<file path="src/rtl/jesd_link_pkg.sv">
// Register map, field layout, reset values and encodings of the link control registers.
package jesd_link_pkg;

  // Register byte addresses.
  localparam logic [11:0] TS_LSB_CTRL_ADDR  = 12'h160;
  localparam logic [11:0] LINK_EN_ADDR      = 12'h200;
  localparam logic [11:0] OUT_MODE_ADDR     = 12'h201;
  localparam logic [11:0] KM1_ADDR          = 12'h202;
  localparam logic [11:0] SW_SYNC_ADDR      = 12'h203;
  localparam logic [11:0] SYNC_SRC_ADDR     = 12'h210;
  localparam logic [11:0] LINK_STATUS_ADDR  = 12'h211;

  // Field positions.
  localparam int TS_EN_BIT        = 0;
  localparam int LINK_EN_BIT      = 0;
  localparam int OUT_MODE_MSB     = 5;
  localparam int SW_SYNC_BIT      = 0;
  localparam int SYNC_SEL_LSB     = 0;
  localparam int SYNC_SEL_MSB     = 1;
  localparam int TS_RECV_BIT      = 2;
  localparam int STAT_LINK_ON_BIT = 0;
  localparam int STAT_SYNC_BIT    = 1;

  // Reset values.
  localparam logic       TS_EN_RST    = 1'h0;
  localparam logic       LINK_EN_RST  = 1'h1;
  localparam logic [5:0] OUT_MODE_RST = 6'h00;
  localparam logic [7:0] KM1_RST      = 8'h1f;
  localparam logic       SW_SYNC_RST  = 1'h1;
  localparam logic [1:0] SYNC_SEL_RST = 2'h0;
  localparam logic       TS_RECV_RST  = 1'h0;

  // Sync source encodings.
  localparam logic [1:0] SYNC_SRC_SE = 2'h0;
  localparam logic [1:0] SYNC_SRC_TD = 2'h1;
  localparam logic [1:0] SYNC_SRC_SW = 2'h2;

  // Multiplier of E in the effective K of 64B/66B modes.
  localparam logic [16:0] K_64B_MULT = 17'h00100;

  // Control bits per sample advertised in the alignment sequence.
  localparam logic [1:0] ILA_CS_VALUE = 2'h0;

  typedef enum logic [1:0] {
    LINK_OFF = 2'b01,
    LINK_ON  = 2'b10
  } link_state_e;

endpackage

</file>
<file path="src/rtl/jesd_link_control_regs.sv">
// Link control register bank with sync request, multiframe counter and timestamp insertion.
//
// Local design decision: strobed register access.
`timescale 1ns/100ps

// Overview of operation
// - Timestamp enable puts mark on sample LSB.
// - Mark and sample share identical pipeline delay.
// - Wider field: mark below converter LSB.
// - Alignment sequence always reports zero control bits.
// - Link enable resets to one; writable.
// - Disabled: reset link, power down, gate clocks.
// - Disabled: counter held, SYSREF ignored.
// - Frames register holds K-1, resets 31.
// - 64B/66B modes use K = 256*E/F.
// - Sync bit resets one; zero requests sync.
// - Software request combines with selected pin.
// - Pin low holds request; source 2 releases.
// - Source 0 pin, 1 diff input, 2 none.
module jesd_link_control_regs #(
  parameter int CONV_W = 9,
  parameter int LINK_W = 12
) (
  // Clock and reset.
  input  wire logic              clk,
  input  wire logic              rst_b,
  // Register port.
  input  wire logic [11:0]       addr,
  input  wire logic [7:0]        wdata,
  input  wire logic              wr,
  input  wire logic              rd,
  output logic      [7:0]        rdata,
  // Mode decoder and transport timing, same clock.
  input  wire logic              mode_is_64b66b,
  input  wire logic [7:0]        mode_e,
  input  wire logic [7:0]        mode_f,
  input  wire logic              frame_tick,
  // Asynchronous pins.
  input  wire logic              single_ended_sync_pin,
  input  wire logic              timestamp_diff_input,
  input  wire logic              sysref_pin,
  // Sample path, same clock.
  input  wire logic [CONV_W-1:0] sample_in,
  input  wire logic              sample_valid_in,
  input  wire logic              timestamp_mark,
  output logic      [LINK_W-1:0] sample_out,
  output logic                   sample_valid_out,
  // Link control.
  output logic                   link_reset_n,
  output logic                   serializer_power_down,
  output logic                   link_clock_enable,
  output logic                   link_restart,
  output logic                   sync_request,
  output logic                   timestamp_receiver_enable,
  output logic      [5:0]        link_output_mode,
  output logic      [8:0]        frames_per_multiframe_last,
  output logic      [8:0]        multiframe_count,
  output logic                   multiframe_boundary,
  output logic      [1:0]        ila_control_bits
);

  localparam int PAD_W = LINK_W - CONV_W;

  typedef struct packed {
    logic                      ts_en;
    logic                      link_en;
    logic [5:0]                mode;
    logic [7:0]                km1;
    logic                      sw_sync_n;
    logic [1:0]                sync_sel;
    logic                      ts_recv_en;
    logic [7:0]                rdata;
    jesd_link_pkg::link_state_e link_state;
    logic [2:0]                se_sync;
    logic [2:0]                td_sync;
    logic [2:0]                sr_sync;
    logic                      se_lvl;
    logic                      td_lvl;
    logic                      sr_lvl;
    logic                      link_rst_n;
    logic                      ser_pd;
    logic                      clk_en;
    logic                      restart;
    logic                      sync_req;
    logic [8:0]                k_last;
    logic [8:0]                mf_cnt;
    logic                      mf_edge;
    logic [LINK_W-1:0]         samp;
    logic                      samp_vld;
    logic [1:0]                ila_cs;
  } state_s;

  state_s state_reg;
  state_s state_next;

  // Last frame index of a multiframe; a zero F falls back to the register so the divide never sees zero.
  function automatic logic [8:0] k_last_f(input logic is64, input logic [7:0] e, input logic [7:0] f,
                                          input logic [7:0] km1);
    logic [16:0] k;
    k = 17'h00000;
    if (is64 && (f != 8'h00)) begin
      k = (jesd_link_pkg::K_64B_MULT * {9'h000, e}) / {9'h000, f};
      return 9'(k - 17'h00001);
    end
    return {1'b0, km1};
  endfunction

  // Filtered level of a three-stage synchroniser: moves only when stages two and three agree.
  function automatic logic filt_f(input logic [2:0] chain, input logic lvl);
    return (chain[2] == chain[1]) ? chain[2] : lvl;
  endfunction

  always_comb begin
    logic sysref_rise;
    logic pin_hold;
    sysref_rise = 1'b0;
    pin_hold    = 1'b0;
    state_next  = state_reg;
    state_next.rdata   = 8'h00;
    state_next.restart = 1'b0;
    state_next.mf_edge = 1'b0;

    if (wr) begin
      unique case (addr)
        jesd_link_pkg::TS_LSB_CTRL_ADDR: state_next.ts_en   = wdata[jesd_link_pkg::TS_EN_BIT];
        jesd_link_pkg::LINK_EN_ADDR:     state_next.link_en = wdata[jesd_link_pkg::LINK_EN_BIT];
        jesd_link_pkg::OUT_MODE_ADDR:    state_next.mode    = wdata[jesd_link_pkg::OUT_MODE_MSB:0];
        jesd_link_pkg::KM1_ADDR:         state_next.km1     = wdata;
        jesd_link_pkg::SW_SYNC_ADDR:     state_next.sw_sync_n = wdata[jesd_link_pkg::SW_SYNC_BIT];
        jesd_link_pkg::SYNC_SRC_ADDR: begin
          state_next.sync_sel   = wdata[jesd_link_pkg::SYNC_SEL_MSB:jesd_link_pkg::SYNC_SEL_LSB];
          state_next.ts_recv_en = wdata[jesd_link_pkg::TS_RECV_BIT];
        end
        default: ;
      endcase
    end

    // Reserved bits and unmapped addresses read as zero.
    if (rd) begin
      unique case (addr)
        jesd_link_pkg::TS_LSB_CTRL_ADDR: state_next.rdata[jesd_link_pkg::TS_EN_BIT]   = state_reg.ts_en;
        jesd_link_pkg::LINK_EN_ADDR:     state_next.rdata[jesd_link_pkg::LINK_EN_BIT] = state_reg.link_en;
        jesd_link_pkg::OUT_MODE_ADDR:    state_next.rdata[jesd_link_pkg::OUT_MODE_MSB:0] = state_reg.mode;
        jesd_link_pkg::KM1_ADDR:         state_next.rdata = state_reg.km1;
        jesd_link_pkg::SW_SYNC_ADDR:     state_next.rdata[jesd_link_pkg::SW_SYNC_BIT] = state_reg.sw_sync_n;
        jesd_link_pkg::SYNC_SRC_ADDR: begin
          state_next.rdata[jesd_link_pkg::SYNC_SEL_MSB:jesd_link_pkg::SYNC_SEL_LSB] = state_reg.sync_sel;
          state_next.rdata[jesd_link_pkg::TS_RECV_BIT] = state_reg.ts_recv_en;
        end
        jesd_link_pkg::LINK_STATUS_ADDR: begin
          state_next.rdata[jesd_link_pkg::STAT_LINK_ON_BIT] = (state_reg.link_state == jesd_link_pkg::LINK_ON);
          state_next.rdata[jesd_link_pkg::STAT_SYNC_BIT]    = state_reg.sync_req;
        end
        default: ;
      endcase
    end

    state_next.se_sync = {state_reg.se_sync[1:0], single_ended_sync_pin};
    state_next.td_sync = {state_reg.td_sync[1:0], timestamp_diff_input};
    state_next.sr_sync = {state_reg.sr_sync[1:0], sysref_pin};
    state_next.se_lvl  = filt_f(state_reg.se_sync, state_reg.se_lvl);
    state_next.td_lvl  = filt_f(state_reg.td_sync, state_reg.td_lvl);
    state_next.sr_lvl  = filt_f(state_reg.sr_sync, state_reg.sr_lvl);
    sysref_rise = state_next.sr_lvl && !state_reg.sr_lvl;

    // A low pin only counts for the source that selects it; source 2 and the unused code 3 see no pin.
    unique case (state_reg.sync_sel)
      jesd_link_pkg::SYNC_SRC_SE: pin_hold = !state_reg.se_lvl;
      jesd_link_pkg::SYNC_SRC_TD: pin_hold = !state_reg.td_lvl;
      default:                    pin_hold = 1'b0;
    endcase
    state_next.sync_req = !state_reg.sw_sync_n || pin_hold;

    state_next.link_rst_n = state_reg.link_en;
    state_next.ser_pd     = !state_reg.link_en;
    state_next.clk_en     = state_reg.link_en;
    state_next.k_last = k_last_f(mode_is_64b66b, mode_e, mode_f, state_reg.km1);

    unique case (state_reg.link_state)
      jesd_link_pkg::LINK_OFF: begin
        state_next.mf_cnt = 9'h000;
        if (state_reg.link_en) begin
          state_next.link_state = jesd_link_pkg::LINK_ON;
          state_next.restart    = 1'b1;
        end
      end
      jesd_link_pkg::LINK_ON: begin
        if (!state_reg.link_en) begin
          state_next.link_state = jesd_link_pkg::LINK_OFF;
          state_next.mf_cnt     = 9'h000;
        end else if (sysref_rise) begin
          state_next.mf_cnt  = 9'h000;
          state_next.mf_edge = 1'b1;
        end else if (frame_tick) begin
          if (state_reg.mf_cnt >= state_reg.k_last) begin
            state_next.mf_cnt  = 9'h000;
            state_next.mf_edge = 1'b1;
          end else begin
            state_next.mf_cnt = state_reg.mf_cnt + 9'h001;
          end
        end
      end
    endcase

    // Sample and mark pass one shared stage, so the mark keeps its sample's latency.
    state_next.samp = LINK_W'(sample_in) << PAD_W;
    if (state_reg.ts_en) begin
      state_next.samp[0] = timestamp_mark;
    end
    state_next.samp_vld = sample_valid_in;
    state_next.ila_cs   = jesd_link_pkg::ILA_CS_VALUE;
  end

  always_ff @(posedge clk or negedge rst_b) begin
    if (!rst_b) begin
      state_reg <= '{
        ts_en:      jesd_link_pkg::TS_EN_RST,
        link_en:    jesd_link_pkg::LINK_EN_RST,
        mode:       jesd_link_pkg::OUT_MODE_RST,
        km1:        jesd_link_pkg::KM1_RST,
        sw_sync_n:  jesd_link_pkg::SW_SYNC_RST,
        sync_sel:   jesd_link_pkg::SYNC_SEL_RST,
        ts_recv_en: jesd_link_pkg::TS_RECV_RST,
        link_state: jesd_link_pkg::LINK_OFF,
        se_sync:    3'h7,
        td_sync:    3'h7,
        se_lvl:     1'b1,
        td_lvl:     1'b1,
        k_last:     {1'b0, jesd_link_pkg::KM1_RST},
        ser_pd:     1'b1,
        default:    '0
      };
    end else begin
      state_reg <= state_next;
    end
  end

  assign rdata                      = state_reg.rdata;
  assign sample_out                 = state_reg.samp;
  assign sample_valid_out           = state_reg.samp_vld;
  assign link_reset_n               = state_reg.link_rst_n;
  assign serializer_power_down      = state_reg.ser_pd;
  assign link_clock_enable          = state_reg.clk_en;
  assign link_restart               = state_reg.restart;
  assign sync_request               = state_reg.sync_req;
  assign timestamp_receiver_enable  = state_reg.ts_recv_en;
  assign link_output_mode           = state_reg.mode;
  assign frames_per_multiframe_last = state_reg.k_last;
  assign multiframe_count           = state_reg.mf_cnt;
  assign multiframe_boundary        = state_reg.mf_edge;
  assign ila_control_bits           = state_reg.ila_cs;

  // A plain frame step: link running and no SYSREF alignment competing in the same cycle.
  logic frame_step;
  assign frame_step = (state_reg.link_state == jesd_link_pkg::LINK_ON) && state_reg.link_en && frame_tick &&
                      !(state_next.sr_lvl && !state_reg.sr_lvl);
endmodule // jesd_link_control_regs

</file>
<file path="config.mk">
export PLATFORM = sky130hd
export DESIGN_NAME = jesd_link_control_regs
export DESIGN_NICKNAME = d
export VERILOG_FILES = /design/src/rtl/jesd_link_pkg.sv /design/src/rtl/jesd_link_control_regs.sv
export SDC_FILE = /design/constraint.sdc
export NUM_CORES = 1
export LEC_CHECK = 0
export CELL_PAD_IN_SITES_DETAIL_PLACEMENT = 0
export CELL_PAD_IN_SITES_GLOBAL_PLACEMENT = 1
export CORE_UTILIZATION = 54
export CTS_CLUSTER_SIZE = 30
export DETAILED_ROUTE_END_ITERATION = 16
export DONT_BUFFER_PORTS = 1
export PLACE_DENSITY_LB_ADDON = 0.12
export SLEW_MARGIN = 20
export SYNTH_ARGS = -nofsm -noshare
export SYNTH_HDL_FRONTEND = slang
export SYNTH_SLANG_ARGS = --single-unit
</file>
<file path="constraint.sdc">
create_clock -name clk -period 8.6 [get_ports clk]
set_input_delay 0.43 -clock clk [delete_from_list [all_inputs] [get_ports clk]]
set_output_delay 0.43 -clock clk [all_outputs]
set_load 0.01 [all_outputs]
</file>
==> out/results.tsv <==
stage	metric	value	unit
sta	Hold Violations, Final	0	
critical_path	critical path capture point type	flip-flop	
clocking	TritonCTS clock tree	done	
detailed_routing	Iteration-0 DRC Markers	711	
yosys	post-synth top area cell	ha_1	
finish	share of post-route cells with drive strength above 1	46.5	%
yosys	Cell variety after synth	105	
finish	Ant. Diodes	0	
sta	RSZ-0062 raised after global routing	true	
detailed_routing	DRT Wirelength	36.1	mm
sta	min cycle time layout	27830	ps
placement	Final HPWL DP	24.9	mm
yosys	synth top area cells	ha_1 (14%), dfrtp_1 (13%), dfstp_2 (5.7%), mux2_2 (5.1%), o21ai_0 (3.6%)	
floorplan	row cnt	49	
clocking	H-tree Lvls	3	
yosys	Post-synth EDFFs	0	
yosys	ys flop type	dfrtp_1	
floorplan	Ports	110	
placement	buffers added on ports	0	
sta	Slew Viols, Final	0	
yosys	post-synthesis sequential area ratio	18.9	%
global_route	largest net degree at the start of global routing	77	
detailed_routing	routed vias	11800	
worst_hold_path	min-delay worst type	primary input to flip-flop	
yosys	synthesized area per cell	8.26	µm²
sta	setup violators final	9	
finish	fillers	1051	
detailed_routing	post-route ant nets	0	
worst_hold_path	WHS Path Cells	0	
clocking	Clock transition at path regs	60	ps
critical_path	most used cell, CP	a21o_1	
critical_path	Startpoint Class	primary input	
critical_path	Data required, critical path	8810	ps
critical_path	WS Path Type	primary input to flip-flop	
sta	post-route clock period utilization	324	%
critical_path	R2R cell count	15	
yosys	ys async rst share	100	%
critical_path	FF-to-FF End	multiframe_count[5]	
floorplan	Die H	140	µm
sta	final worst setup slack	-19230	ps
job	max cap viols	0	
floorplan	die area	19500	µm²
detailed_routing	WL per Instance	18.6	µm
global_route	first-pass GRT wire length	55.3	mm
critical_path	flop2flop setup slack	5130	ps
critical_path	Critical Path Slowest Stage Cell	or4_4	
yosys	gate count after technology mapping	1236	
detailed_routing	Remaining DRCs	0	
sta	Hold WS	92.7	ps
clocking	Clk Latency, worst-skew pair	330	ps
sta	fmax	35.9	MHz
finish	Layout Nets	1869	
worst_hold_path	Hold Path Origin	single_ended_sync_pin	
critical_path	crit-path max cell delay	520	ps
floorplan	Core Area	18300	µm²
worst_hold_path	worst hold endpoint	state_next[49]	
status	violated checks	setup timing	
clocking	Max clock buf depth	2	
clocking	Clock Tree Root	clkbuf_16	
global_route	GR Overflow Total	0	
clocking	clk sinks	76	
critical_path	Critical Path AT	28040	ps
global_route	gr usage total	34.4	%
global_route	vias in the first global route	11900	
critical_path	Worst R2R Start	multiframe_count[0]	
finish	max FFs per register	20	
global_route	initial antenna violation count	0	
status	status	finished with violations	
yosys	Synth top area share	13.7	%
finish	area grow syn2layout	50.1	%
detailed_routing	Via density	6.08	
yosys	Seq cells post-synth	76	
yosys	Post-Syn Area	10200	µm²
placement	global placer's final weighted congestion	0.882	
clocking	CTS Buf Count	9	
sta	Worst Skew	3.58	ps
detailed_routing	TritonRoute pass-1 iters	7	
floorplan	die extent in x	140	µm
floorplan	Starting Density	55.9	%
sta	actual slew at the worst max-slew pin	1060	ps
yosys	synth warn	0	
critical_path	CP max FO	7	
sta	worst relative slew slack	28.5	%
## Yosys cell counts (21+ instances only)
master / instances
nor2_1: 95
nand2b_1: 32
a21o_1: 48
mux2_2: 46
ha_1: 112
buf_4: 48
nand3_1: 26
xnor2_1: 39
dfstp_2: 22
a21oi_1: 67
nand2_1: 91
inv_1: 43
nor3_1: 53
o21ai_0: 74
o21a_1: 46
dfrtp_1: 54
o31ai_1: 21
## critical path, delay by kind of cell
family / cells / cell delay (ps)
AO/OA/AOI/OAI: 69 / 12760
XOR/XNOR: 1 / 150
multiplexers: 8 / 2430
buffers and inverters: 14 / 2010
adder cells (fa/ha/maj): 15 / 3980
AND/OR/NAND/NOR: 43 / 6270
## stage by stage
stage                     utilization, %  instances  cell area (µm²)  TNS [ps]  setup slack, ps
after floorplan                        -       1240            10800   -173220           -19610
after global placement              75.0       1814            13700   -163070           -18400
after detailed placement            75.0       1814            13700   -171510           -19370
after CTS                           81.5       1906            14900   -160590           -18110
after global routing                83.9       1934            15300   -179990           -20330
final                               83.9       1934            15300   -170150           -19230
## cell type report
| type | instances | area (µm²) | share of cell area [%] |
|---|---|---|---|
| tap | 229 | 287 | 1.87 |
| multi-input combinational | 1043 | 8630 | 56.3 |
| clock inverter | 2 | 13.8 | 0.0898 |
| timing repair buffer | 526 | 4010 | 26.2 |
| sequential | 76 | 1930 | 12.6 |
| inverter | 44 | 165 | 1.08 |
| clock buffer | 14 | 287 | 1.87 |
## worst max-delay path by stage
stage	start	cells past startpoint	slack (ps)	endpoint
3_3_place_gp	mode_f[6]	154	-18400	frames_per_multiframe_last[6]
5_1_grt	mode_f[6]	154	-20330	frames_per_multiframe_last[6]
2_1_floorplan	mode_f[7]	161	-19610	frames_per_multiframe_last[6]
4_1_cts	mode_f[6]	155	-18110	frames_per_multiframe_last[6]
3_5_place_dp	mode_f[6]	155	-19370	frames_per_multiframe_last[6]
6_report	mode_f[6]	150	-19230	frames_per_multiframe_last[0]
## layer usage
metal / global-route usage [%] / vias to the layer above / part of all wire, %
met4: 16.8 / 0 / 4.5
met3: 3.92 / 163 / 5.0
met1: 37.8 / 5620 / 39
met2: 65.3 / 462 / 51
met5: 0 / - / 0
li1: - / 5512 / -
## layout by cell type (no fill, tap or decap), types with 31 or more instances in the layout
master,Yosys,routed
a21o_1,48,48
a21oi_1,67,43
buf_4,48,514
dfrtp_1,54,54
ha_1,112,94
inv_1,43,41
mux2_2,46,38
nand2_1,91,84
nand2b_1,32,31
nor2_1,95,82
nor3_1,53,46
o21a_1,46,44
o21ai_0,74,51
xnor2_1,39,38
## kinds of logic after synthesis
kind of cell	count (synthesis)	synth area share (%)
compound gates	383	26.8
buf+inv	122	6.47
mux	64	7.06
xor+xnor	58	5.29
simple gates	416	21.2
fa+ha+maj	116	14.2
flops	76	18.9
other cells	1	0.0367
## timing repair
action                                  CTS  global route
gates cloned                              1             0
hold endpoints to repair                 76             0
resized for setup                        57            49
endpoints found under the setup margin    9             9
setup buffers                            75            30
hold buffers                              2             0
pin swaps                                85            54
Power is left out: the tool's default activity adds up to more than one toggle a clock period on the data nets, which glitch-free logic cannot reach.
